`config.mk`:
```
export PLATFORM = sky130hd
export DESIGN_NAME = hss_status_regs
export DESIGN_NICKNAME = d
export VERILOG_FILES = /design/src/hw/hss_status_regs.v
export VERILOG_INCLUDE_DIRS = /design/src /design/src/hw
export SDC_FILE = /design/constraint.sdc
export NUM_CORES = 1
export LEC_CHECK = 0
export BUFFER_PORTS_ARGS = -buffer_cell sky130_fd_sc_hd__buf_4
export CAP_MARGIN = 5
export CORE_ASPECT_RATIO = 1.4
export CORE_MARGIN = 4
export CORE_UTILIZATION = 29
export DETAILED_ROUTE_END_ITERATION = 8
export SLEW_MARGIN = 40
export SYNTH_ARGS = -nofsm -noshare
export SYNTH_HDL_FRONTEND = slang
export SYNTH_SLANG_ARGS = --single-unit
```
`constraint.sdc`:
```
create_clock -name clk -period 2.6 [get_ports clk]
set_clock_uncertainty 0.05 [all_clocks]
set_input_delay 0.26 -clock clk [delete_from_list [all_inputs] [get_ports clk]]
set_output_delay 0.26 -clock clk [all_outputs]
set_load 0.02 [all_outputs]
```
`src/hw/hss_defines.vh`:
```
// Constants for the hot-swap status register bank
`ifndef HSS_DEFINES_VH
`define HSS_DEFINES_VH

// Command codes of the status bytes
`define HSS_CMD_OUTPUT_SENSE_PIN_STATUS 8'h7A
`define HSS_CMD_IOUT_STATUS 8'h7B
`define HSS_CMD_INPUT_STATUS 8'h7C
`define HSS_CMD_VENDOR_STATUS 8'h80

// Reset value of every status byte
`define HSS_STATUS_RESET 8'h00

// Output-voltage status masks
`define HSS_OUTPUT_SENSE_PIN_OV_MASK 8'h40
`define HSS_OUTPUT_SENSE_PIN_UV_MASK 8'h20

// Output-current status masks
`define HSS_IOUT_OC_FAULT_MASK 8'h80
`define HSS_IOUT_OC_WARN_MASK 8'h20

// Input status masks; bits [3:0] stay zero
`define HSS_IN_OV_FAULT_MASK 8'h80
`define HSS_IN_OV_WARN_MASK 8'h40
`define HSS_IN_UV_WARN_MASK 8'h20
`define HSS_IN_UV_FAULT_MASK 8'h10

// Vendor status masks and shutdown-cause field
`define HSS_VS_SHORT_MASK 8'h80
`define HSS_VS_LOW_LIVE_MASK 8'h40
`define HSS_VS_HIGH_LIVE_MASK 8'h20
`define HSS_VS_LIMIT_MASK 8'h08
`define HSS_VS_WARN2_MASK 8'h01
`define HSS_VS_CAUSE_LSB 1
`define HSS_CAUSE_NONE 2'h0
`define HSS_CAUSE_OC 2'h1
`define HSS_CAUSE_UV 2'h2
`define HSS_CAUSE_OV 2'h3

// Serial link constants
`define HSS_BITS_PER_BYTE 4'h8
`define HSS_BIT_ONE 4'h1
`define HSS_BIT_ZERO 4'h0
`define HSS_SYNC_STAGES 2
`define HSS_NUM_SYNC 4
`define HSS_SYNC_SCL 0
`define HSS_SYNC_SDA 1
`define HSS_SYNC_LOW 2
`define HSS_SYNC_HIGH 3
`define HSS_SYNC_IDLE 4'h3

`endif

```
`src/hw/hss_status_regs.v`:
```
// Hot-swap status byte bank answering byte reads on the management link
`timescale 1ns/1ps
`default_nettype none
`include "hss_defines.vh"

module hss_status_regs #(
  parameter [6:0] DEV_ADDR = 7'h2A,
  parameter HAS_OUTPUT_SENSE = 1
) (
  input wire clk,
  input wire rst_n,
  input wire scl_i,
  input wire sda_i,
  output reg sda_o_q,
  output reg sda_oe_q,
  input wire low_pin_comparator_live,
  input wire high_pin_comparator_live,
  input wire output_sense_pin_ov_warn,
  input wire output_sense_pin_uv_warn,
  input wire iout_oc_warn,
  input wire vin_ov_warn,
  input wire vin_uv_warn,
  input wire oc_timeout_shutdown,
  input wire current_limiting_active,
  input wire pass_transistor_suspect_short,
  input wire [11:0] current_code,
  input wire [11:0] second_current_threshold,
  input wire second_threshold_polarity,
  input wire clear_faults,
  output reg [3:0] status_summary_q
);

  localparam [4:0] ST_IDLE = 5'h01;
  localparam [4:0] ST_RX = 5'h02;
  localparam [4:0] ST_ACK = 5'h04;
  localparam [4:0] ST_TX = 5'h08;
  localparam [4:0] ST_HACK = 5'h10;
  localparam [`HSS_NUM_SYNC-1:0] SYNC_IDLE = `HSS_SYNC_IDLE;

  ////////////////////////////////////////////////////////////////////////////
  // Pin synchronisers; first stage feeds only the second; bus lines reset to idle high
  wire [`HSS_NUM_SYNC-1:0] raw_in;
  wire [`HSS_NUM_SYNC-1:0] sync_out;
  assign raw_in = {high_pin_comparator_live, low_pin_comparator_live, sda_i, scl_i};

  genvar gi;
  generate
    for (gi = 0; gi < `HSS_NUM_SYNC; gi = gi + 1) begin : g_sync
      reg [`HSS_SYNC_STAGES-1:0] stage_q;
      always @(posedge clk or negedge rst_n) begin
        if (!rst_n) begin
          stage_q <= {`HSS_SYNC_STAGES{SYNC_IDLE[gi]}};
        end else begin
          stage_q <= {stage_q[0], raw_in[gi]};
        end
      end
      assign sync_out[gi] = stage_q[`HSS_SYNC_STAGES-1];
    end
  endgenerate

  wire scl_s = sync_out[`HSS_SYNC_SCL];
  wire sda_s = sync_out[`HSS_SYNC_SDA];
  wire low_live = sync_out[`HSS_SYNC_LOW];
  wire high_live = sync_out[`HSS_SYNC_HIGH];

  reg scl_prev_q, sda_prev_q;
  always @(posedge clk or negedge rst_n) begin
    if (!rst_n) begin
      scl_prev_q <= 1'b1;
      sda_prev_q <= 1'b1;
    end else begin
      scl_prev_q <= scl_s;
      sda_prev_q <= sda_s;
    end
  end

  wire scl_rise = scl_s & ~scl_prev_q;
  wire scl_fall = ~scl_s & scl_prev_q;
  wire start_det = scl_s & scl_prev_q & sda_prev_q & ~sda_s;
  wire stop_det = scl_s & scl_prev_q & ~sda_prev_q & sda_s;

  ////////////////////////////////////////////////////////////////////////////
  // Latched status bits
  reg output_sense_pin_ov_q, output_sense_pin_uv_q, iout_fault_q, iout_warn_q;
  reg in_ov_fault_q, in_ov_warn_q, in_uv_warn_q, in_uv_fault_q;
  reg short_q, limit_q, warn2_q;
  reg [1:0] cause_q;
  reg [1:0] cause_d;

  wire warn2_hit = second_threshold_polarity ? (current_code > second_current_threshold) :
                                               (current_code < second_current_threshold);

  always @* begin
    cause_d = clear_faults ? `HSS_CAUSE_NONE : cause_q;
    if (cause_d == `HSS_CAUSE_NONE) begin
      if (high_live) begin
        cause_d = `HSS_CAUSE_OV;
      end else if (low_live) begin
        cause_d = `HSS_CAUSE_UV;
      end else if (oc_timeout_shutdown) begin
        cause_d = `HSS_CAUSE_OC;
      end
    end
  end

  always @(posedge clk or negedge rst_n) begin
    if (!rst_n) begin
      output_sense_pin_ov_q <= 1'b0;
      output_sense_pin_uv_q <= 1'b0;
      iout_fault_q <= 1'b0;
      iout_warn_q <= 1'b0;
      in_ov_fault_q <= 1'b0;
      in_ov_warn_q <= 1'b0;
      in_uv_warn_q <= 1'b0;
      in_uv_fault_q <= 1'b0;
      short_q <= 1'b0;
      limit_q <= 1'b0;
      warn2_q <= 1'b0;
      cause_q <= `HSS_CAUSE_NONE;
    end else begin
      output_sense_pin_ov_q <= (output_sense_pin_ov_q & ~clear_faults) | output_sense_pin_ov_warn;
      output_sense_pin_uv_q <= (output_sense_pin_uv_q & ~clear_faults) | output_sense_pin_uv_warn;
      iout_fault_q <= (iout_fault_q & ~clear_faults) | oc_timeout_shutdown;
      iout_warn_q <= (iout_warn_q & ~clear_faults) | iout_oc_warn;
      in_ov_fault_q <= (in_ov_fault_q & ~clear_faults) | high_live;
      in_uv_fault_q <= (in_uv_fault_q & ~clear_faults) | low_live;
      in_ov_warn_q <= (in_ov_warn_q & ~clear_faults) | vin_ov_warn;
      in_uv_warn_q <= (in_uv_warn_q & ~clear_faults) | vin_uv_warn;
      short_q <= (short_q & ~clear_faults) | pass_transistor_suspect_short;
      limit_q <= (limit_q & ~clear_faults) | current_limiting_active;
      warn2_q <= (warn2_q & ~clear_faults) | warn2_hit;
      cause_q <= cause_d;
    end
  end

  ////////////////////////////////////////////////////////////////////////////
  // Byte assembly; unnamed bits stay zero
  wire [7:0] output_sense_pin_byte, iout_byte, input_byte, vendor_byte;

  // variants without the sense pin report nothing here
  assign output_sense_pin_byte = (HAS_OUTPUT_SENSE != 0) ?
                     ((`HSS_OUTPUT_SENSE_PIN_OV_MASK & {8{output_sense_pin_ov_q}}) |
                      (`HSS_OUTPUT_SENSE_PIN_UV_MASK & {8{output_sense_pin_uv_q}})) : `HSS_STATUS_RESET;
  assign iout_byte = (`HSS_IOUT_OC_FAULT_MASK & {8{iout_fault_q}}) |
                     (`HSS_IOUT_OC_WARN_MASK & {8{iout_warn_q}});
  assign input_byte = (`HSS_IN_OV_FAULT_MASK & {8{in_ov_fault_q}}) |
                      (`HSS_IN_OV_WARN_MASK & {8{in_ov_warn_q}}) |
                      (`HSS_IN_UV_WARN_MASK & {8{in_uv_warn_q}}) |
                      (`HSS_IN_UV_FAULT_MASK & {8{in_uv_fault_q}});
  assign vendor_byte = (`HSS_VS_SHORT_MASK & {8{short_q}}) |
                       (`HSS_VS_LOW_LIVE_MASK & {8{low_live}}) |
                       (`HSS_VS_HIGH_LIVE_MASK & {8{high_live}}) |
                       (`HSS_VS_LIMIT_MASK & {8{limit_q}}) |
                       ({6'h00, cause_q} << `HSS_VS_CAUSE_LSB) |
                       (`HSS_VS_WARN2_MASK & {8{warn2_q}});

  always @(posedge clk or negedge rst_n) begin
    if (!rst_n) begin
      status_summary_q <= 4'h0;
    end else begin
      status_summary_q <= {|output_sense_pin_byte, |iout_byte, |input_byte, |vendor_byte};
    end
  end

  function cmd_known;
    input [7:0] cmd;
    begin
      cmd_known = ((cmd == `HSS_CMD_OUTPUT_SENSE_PIN_STATUS) && (HAS_OUTPUT_SENSE != 0)) ||
                  (cmd == `HSS_CMD_IOUT_STATUS) || (cmd == `HSS_CMD_INPUT_STATUS) ||
                  (cmd == `HSS_CMD_VENDOR_STATUS);
    end
  endfunction

  function [7:0] sel_byte;
    input [7:0] cmd;
    input [7:0] b_output_sense_pin;
    input [7:0] b_iout;
    input [7:0] b_input;
    input [7:0] b_vendor;
    begin
      if (cmd == `HSS_CMD_OUTPUT_SENSE_PIN_STATUS) begin
        sel_byte = b_output_sense_pin;
      end else if (cmd == `HSS_CMD_IOUT_STATUS) begin
        sel_byte = b_iout;
      end else if (cmd == `HSS_CMD_INPUT_STATUS) begin
        sel_byte = b_input;
      end else if (cmd == `HSS_CMD_VENDOR_STATUS) begin
        sel_byte = b_vendor;
      end else begin
        sel_byte = `HSS_STATUS_RESET;
      end
    end
  endfunction

  ////////////////////////////////////////////////////////////////////////////
  // Serial byte-read engine
  reg [4:0] state_q;
  reg [4:0] state_d;
  reg [3:0] cnt_q;
  reg [3:0] cnt_d;
  reg [7:0] shift_q;
  reg [7:0] shift_d;
  reg [7:0] tx_q;
  reg [7:0] tx_d;
  reg [7:0] cmd_q;
  reg [7:0] cmd_d;
  reg cmd_ok_q, cmd_seen_q, first_q, rd_q;
  reg cmd_ok_d, cmd_seen_d, first_d, rd_d;
  reg oe_d, ack_v;
  wire [7:0] cur_byte = sel_byte(cmd_q, output_sense_pin_byte, iout_byte, input_byte, vendor_byte);

  always @* begin
    state_d = state_q;
    cnt_d = cnt_q;
    shift_d = shift_q;
    tx_d = tx_q;
    cmd_d = cmd_q;
    cmd_ok_d = cmd_ok_q;
    cmd_seen_d = cmd_seen_q;
    first_d = first_q;
    rd_d = rd_q;
    oe_d = sda_oe_q;
    ack_v = 1'b0;
    if (stop_det) begin
      state_d = ST_IDLE;
      oe_d = 1'b0;
    end else if (start_det) begin
      // Repeated start keeps the command for the read that follows
      state_d = ST_RX;
      cnt_d = `HSS_BIT_ZERO;
      first_d = 1'b1;
      cmd_seen_d = 1'b0;
      oe_d = 1'b0;
    end else begin
      case (state_q)
        ST_RX: begin
          if (scl_rise) begin
            shift_d = {shift_q[6:0], sda_s};
            cnt_d = cnt_q + `HSS_BIT_ONE;
          end else if (scl_fall && (cnt_q == `HSS_BITS_PER_BYTE)) begin
            cnt_d = `HSS_BIT_ZERO;
            if (first_q) begin
              first_d = 1'b0;
              rd_d = shift_q[0];
              // read only after a command byte
              ack_v = (shift_q[7:1] == DEV_ADDR) && (!shift_q[0] || cmd_ok_q);
              tx_d = cur_byte;
            end else if (!rd_q && !cmd_seen_q) begin
              cmd_d = shift_q;
              cmd_seen_d = 1'b1;
              cmd_ok_d = cmd_known(shift_q);
              ack_v = cmd_known(shift_q);
            end
            oe_d = ack_v;
            state_d = ack_v ? ST_ACK : ST_IDLE;
          end
        end
        ST_ACK: begin
          if (scl_fall) begin
            if (rd_q) begin
              oe_d = ~tx_q[7];
              tx_d = {tx_q[6:0], 1'b0};
              cnt_d = `HSS_BIT_ONE;
              state_d = ST_TX;
            end else begin
              oe_d = 1'b0;
              cnt_d = `HSS_BIT_ZERO;
              state_d = ST_RX;
            end
          end
        end
        ST_TX: begin
          if (scl_fall) begin
            if (cnt_q == `HSS_BITS_PER_BYTE) begin
              oe_d = 1'b0;
              state_d = ST_HACK;
            end else begin
              oe_d = ~tx_q[7];
              tx_d = {tx_q[6:0], 1'b0};
              cnt_d = cnt_q + `HSS_BIT_ONE;
            end
          end
        end
        ST_HACK: begin
          if (scl_rise) begin
            // Host ack asks for the same byte again
            tx_d = cur_byte;
            state_d = sda_s ? ST_IDLE : ST_ACK;
          end
        end
        default: begin
          oe_d = 1'b0;
        end
      endcase
    end
  end

  always @(posedge clk or negedge rst_n) begin
    if (!rst_n) begin
      state_q <= ST_IDLE;
      cnt_q <= `HSS_BIT_ZERO;
      shift_q <= 8'h00;
      tx_q <= 8'h00;
      cmd_q <= 8'h00;
      cmd_ok_q <= 1'b0;
      cmd_seen_q <= 1'b0;
      first_q <= 1'b0;
      rd_q <= 1'b0;
      sda_oe_q <= 1'b0;
      sda_o_q <= 1'b0;
    end else begin
      state_q <= state_d;
      cnt_q <= cnt_d;
      shift_q <= shift_d;
      tx_q <= tx_d;
      cmd_q <= cmd_d;
      cmd_ok_q <= cmd_ok_d;
      cmd_seen_q <= cmd_seen_d;
      first_q <= first_d;
      rd_q <= rd_d;
      sda_oe_q <= oe_d;
      // Open drain: only ever pulls low
      sda_o_q <= 1'b0;
    end
  end

endmodule // hss_status_regs
`default_nettype wire

```
==> metrics, run 1 <==
Routed Antenna Nets=0; average size of a mapped cell=slightly above 10 sq um; most frequent cells in the layout=dfrtp_1, buf_4, inv_1, nand2_1, mux2_2; flop and latch count out of synthesis=65; final period utilization=91.1%; Slew Limit Fails=0; gp weighted congestion=0.854; Synth Flop Type=dfrtp_1; pwr dens=594 nW/um^2; Max rail drop VDD=between 0.0003 and 0.0004 V; Die H=135 um; final WL=7.19 mm; Setup crit start kind=flip-flop; Max Clk Rate=0.422 GHz; clock tree buffer depth=2; iteration-0 DRC count of the detailed router=120; Syn Inst Count=323; Core ar.=11,300 sq um; ys async rst share=100%; leakage power=between 1.5 and 2 nW; Post-synth EDFFs=0; Ports=46; drt drc=0; num rows=between 40 and 50; worst-skew pair later-pin latency=0.33 ns; Final #Nets=roughly 430; # clock sinks=65; largest net degree at the start of global routing=66; CTS tree=built; Ys Warns=0; Ant. Diodes=0; Die ar.=13,400 sq um; Post-Place Cells=507; synth top area cells=dfrtp_1, mux2_2, dfstp_2; Port Buffers=44; routed length per instance=13.6 um; Setup CP Type=reg -> reg; Die Wd=98.9 um; hold crit path type=in -> reg; first-pass GRT wire length=12.3 mm; via count=2,580; Synth cell types=60; Final Setup Violations=0; crit path time final=2.37 ns; post-route setup TNS=0 ns; post-cts gate resize count=0; arrival time worst endpoint=2.53 ns; Final Hold Viols=0; Netlist Area Pre-Place=between 3000 and 4000 sq um; max cap viols=0; Final Instance Count excl. Fillers=around 530; Synth area leader=dfrtp_1; total CTS buffers=9; share of post-route cells with drive strength above 1=27.2%; slew margin rel.=59.1%; Pre-antenna DRT Iters=4; status=finished, final reports clean; H-Tree Depth=3; CP Capture Type=flip-flop; Final HPWL DP=about 5.4 mm; clock-pin transition on the worst setup and hold timing paths=0.05 ns; syn_nets=377; total track usage=11.5%; root cell of the clock tree=clkbuf_16; most common cell after layout, fill and taps aside=dfrtp_1; via density per instance=4.90; antenna violations before repair=0; number of global-route vias before repair=~2,700; Overflow after GRT=0; RSZ-0062 raised after global routing=false; Worst Max-Slew Pin Slew=~0.6 ns; Data required, critical path=2.76 ns; Synth-to-Final Area Change=25.4%; Yosys top cell area share=43.2%; post-synthesis sequential area ratio=48.7%; critical path peak fanout=8; Initial Util=29.6%
## worst paths after layout
| check | start | to | slack, ns | cells past startpoint |
|---|---|---|---|---|
| min in group asynchronous | rst_n | shift_q[3]$_DFFE_PN0P_ | 0.44 | 2 |
| worst max-delay path | cnt_q[0]$_DFFE_PN0P_ | tx_q[6]$_DFFE_PN0P_ | 0.23 | 8 |
| worst max register to register | cnt_q[0]$_DFFE_PN0P_ | tx_q[6]$_DFFE_PN0P_ | 0.23 | 8 |
| worst min-delay path | output_sense_pin_uv_warn | output_sense_pin_uv_q$_DFF_PN0_ | 0.06 | 2 |
| worst min register to register | g_sync[0].stage_q[0]$_DFF_PN1_ | g_sync[0].stage_q[1]$_DFF_PN1_ | 0.30 | 0 |
| max in group asynchronous | rst_n | state_q[3]$_DFFE_PN0P_ | 1.64 | 2 |
## cell type report
cell class,instances,area [sq um]
clock inverter,4,52.6
timing repair buffer,54,422
inverter,24,90.1
fill,1107,7130
clock buffer,11,243
tap,144,180
sequential,65,1640
multi-input combinational,225,1590
## critical path, stage by stage (launching register included)
cell,delay (ns)
dfrtp_1,0.42
inv_1,0.07
ha_1,0.15
and3b_1,0.24
nand3_1,0.09
a21oi_1,0.29
a21oi_2,0.12
a211oi_4,0.42
mux2_2,0.39
## registers in the layout, indices dropped and copies added (netlist names), 2 cells and up
register / cells
status_summary_q: 4
cmd_q: 8
shift_q: 8
cause_q: 2
tx_q: 8
state_q: 5
cnt_q: 4
g_sync.stage_q: 8
## power breakdown
group,internal (mW),total (mW),switching (mW)
logic,0.106,0.206,0.100
registers,1.06,1.10,0.0446
clock network,0.766,1.19,0.427
total,1.93,2.50,0.571
## layer usage
metal / wire [um] / GRT usage, % / up-vias / share of wire, %
met4: 246 / 7.21 / 0 / 3.4
met5: 0 / 0 / - / 0
met1: 2900 / 12.6 / 1221 / 40
li1: - / - / 1267 / -
met2: 3660 / 19.4 / 75 / 51
met3: 384 / 3.35 / 17 / 5.3
## synth_stat cells (all sizes together) (2+ instances only)
| library cell | n |
|---|---|
| nor2 | 22 |
| or3 | 2 |
| a21o | 13 |
| inv | 24 |
| a22o | 5 |
| o31ai | 3 |
| a221oi | 2 |
| mux2 | 23 |
| nand4 | 3 |
| nand3b | 2 |
| or2 | 3 |
| or4b | 2 |
| o22ai | 3 |
| dfrtp | 58 |
| buf | 4 |
| and3 | 3 |
| nand3 | 9 |
| and2 | 4 |
| dfstp | 7 |
| clkbuf | 5 |
| ha | 14 |
| a21oi | 17 |
| nor4 | 4 |
| nor3 | 7 |
| mux2i | 3 |
| nor2b | 8 |
| a31oi | 2 |
| nor3b | 2 |
| nand2 | 24 |
| o21ai | 20 |
| nand2b | 4 |
## cells by family after synthesis
group / Yosys count / share of synthesized area [%]
flip-flops: 65 / 48.7
adder cells (fa/ha/maj): 14 / 5.22
XOR/XNOR: 1 / 0.261
AND/OR/NAND/NOR: 106 / 17.7
multiplexers: 26 / 8.61
buffers and inverters: 33 / 3.99
other: 1 / 0.112
AO/OA/AOI/OAI: 77 / 15.4
## what timing repair did
item / in CTS / in global routing
hold buffers: 4 / 1
setup endpoints to repair: 0 / 0
endpoints found under the hold margin: 4 / 58
buffers inserted: 0 / 0
## per-stage QoR
| stage | area [sq um] | total power [mW] | utilization (%) | hold WS [ns] | setup WS (ns) |
|---|---|---|---|---|---|
| 2_1_floorplan | 3360 | 1.22 | - | -0.0856 | 0.513 |
| 3_3_place_gp | 3860 | 1.32 | 34.1 | 0.283 | 0.354 |
| 3_5_place_dp | 3860 | 1.32 | 34.1 | 0.298 | 0.268 |
| 4_1_cts | 4200 | 2.54 | 37.0 | 0.00768 | 0.250 |
| 5_1_grt | 4210 | 2.62 | 37.1 | 0.0502 | 0.0773 |
| 6_report | 4210 | 2.50 | 37.1 | 0.0572 | 0.232 |
Note: power is estimated with default switching activity, not from simulation.
==> inputs of run 2 (changes only) <==
- ABC_CLOCK_PERIOD_IN_PS: default -> 2600
- BUFFER_PORTS_ARGS: -buffer_cell sky130_fd_sc_hd__buf_4 -> -buffer_cell sky130_fd_sc_hd__buf_2
- HOLD_SLACK_MARGIN: default -> 0.08
==> run 2 against run 1 <==
  * Clock power increased by 12%
  * Fmax increased by 3.1%
  * Global-route usage decreased by 0.19 points
  * Wire length decreased by 0.81%
  * Highest routed layer unchanged
==> metrics, run 2 (synthesized netlist as in run 1, its figures left out) <==
clock tree buffer depth=2 (unchanged); Pre-antenna DRT Iters=4 (unchanged); Ports=46 (unchanged); max cap viols=0 (unchanged); antenna violations before repair=0 (unchanged); final worst slack=0.302 ns (+0.0708 ns); CP Capture Type=flip-flop; Die H=135 um (unchanged); total CTS buffers=9 (unchanged); status=finished, final reports clean; iteration-0 DRC count of the detailed router=144 (+20%); num rows=46 (unchanged); Final Setup Violations=0 (unchanged); largest net degree at the start of global routing=35 (-47%); Slowest cell on crit path=a211oi_4; via count=2,634 (+2.1%); total track usage=11.3% (-0.19 points); Max rail drop VDD=0.000368 V (+20%); critical path peak fanout=8 (unchanged); pwr dens=617 nW/um^2 (+3.9%); Die Wd=98.9 um (unchanged); CP peak stage delay=0.42 ns (about the same); number of global-route vias before repair=2,683 (-0.11%); crit path time final=2.30 ns (-0.0708 ns); filler cell count=1,117 (+0.90%); most frequent cells in the layout=dfrtp_1, buf_2, inv_1, nand2_1, mux2_2; Ant. Diodes=0 (unchanged); M3 GR Usage=3.19% (-0.15 points); cell family with most CP delay=compound AO/OA/AOI/OAI gates; hold crit path type=in -> reg; most common cell after layout, fill and taps aside=dfrtp_1; H-Tree Depth=3 (unchanged); Post-Place Cells=509 (+0.39%); met2 Track Usage GR=20.0% (+0.56 points); placed cell area=3780 sq um (-2.1%); root cell of the clock tree=clkbuf_16; # clock sinks=65 (unchanged); Die ar.=13,400 sq um (unchanged); Synth-to-Final Area Change=27.3%; grt peak-use layer=met2; post-route setup TNS=0 ns (unchanged); reg-to-reg slack, setup=0.30 ns (+0.07 ns); arrival time worst endpoint=2.46 ns (-0.07 ns); multi-input combinational cell area=1590 sq um (unchanged); CTS tree=built; Overall Power=2.64 mW (+5.5%); CP cell instances=inv_1 > ha_1 > and3b_1 > nand3_1 > a21oi_1 > a21oi_2 > a211oi_4 > mux2_2; WP buf/inv=1 (unchanged); Setup CP Type=reg -> reg; first-pass GRT wire length=12.3 mm (-0.23%); drt drc=0 (unchanged); final WL=7.13 mm (-0.81%); Final Hold Viols=0 (unchanged); Final HPWL DP=5.56 mm (+2.5%); dpl ws=0.300 ns (+0.0321 ns); worst-skew pair later-pin latency=0.33 ns (about the same); Worst Max-Slew Pin Slew=0.627 ns (+0.0219 ns); gp weighted congestion=0.872 (+2.1%); Port Buffers=44 (unchanged); leakage power=1.97 nW (+1.7%); GR Util met1=12.3% (-0.34 points); final period utilization=88.4% (-2.7 points); Data required, critical path=2.76 ns (about the same); Core ar.=11,300 sq um (unchanged); register area=1640 sq um (unchanged); via density per instance=4.89 (-0.18%); slew margin rel.=57.9% (-1.2 points); fin area=4270 sq um (+1.5%); Final #Nets=444 (+2.5%); Max Clk Rate=0.435 GHz (+3.1%); Overflow after GRT=0 (unchanged); routed length per instance=13.2 um (-3.0%); clock-pin transition on the worst setup and hold timing paths=0.06 ns (about the same); Final Instance Count excl. Fillers=539 (+2.3%); Routed Antenna Nets=0 (unchanged); RSZ-0062 raised after global routing=false; share of post-route cells with drive strength above 1=27.6% (+0.44 points); Setup crit start kind=flip-flop; Slew Limit Fails=0 (unchanged); Initial Util=29.6% (unchanged)
run 2: cell type report:
class                           instances  share of cell area [%]
Clock buffer                           11                    5.91
Clock inverter                          5                    1.99
Inverter                               24                    2.11
Multi-Input combinational cell        225                    37.1
Sequential cell                        65                    38.3
Tap cell                              144                    4.22
Timing Repair Buffer                   65                    10.4
run 2: worst paths after layout:
check,start,end,cells past startpoint
max in group asynchronous,rst_n,sda_prev_q$_DFF_PN1_,4
min in group asynchronous,rst_n,shift_q[3]$_DFFE_PN0P_,2
max reg2reg,cnt_q[0]$_DFFE_PN0P_,tx_q[1]$_DFFE_PN0P_,8
min,clear_faults,cause_q[0]$_DFF_PN0_,2
min reg2reg,g_sync[3].stage_q[0]$_DFF_PN0_,g_sync[3].stage_q[1]$_DFF_PN0_,0
max,cnt_q[0]$_DFFE_PN0P_,tx_q[1]$_DFFE_PN0P_,8
run 2: repair_timing:
item                                   4_1_cts  5_1_grt
buffers inserted                             0        0
endpoints found under the hold margin       43        0
hold buffers                                13        0
resized for setup                            0        0
run 2: per-layer routing:
layer  routed length, um  vias up
li1                    -     1285
met1                2820     1262
met2                3740       73
met3                 391       14
met4                 174        0
met5                   0        -
run 2: report_power, final:
group	internal, mW	leakage (nW)	total, mW	switching (mW)
sequential	1.06	0.807	1.10	0.0431
combinational	0.103	1.00	0.207	0.103
clock	0.895	0.162	1.33	0.435
total	2.06	1.97	2.64	0.582
run 2: through the flow:
| stage | hold slack, ns | utilization [%] |
|---|---|---|
| finish | 0.112 | 37.7 |
| global route | 0.120 | 37.7 |
| CTS | 0.0978 | 37.5 |
| detailed placement | 0.286 | 33.3 |
| global placement | 0.284 | 33.3 |
| floorplan | -0.0856 | - |
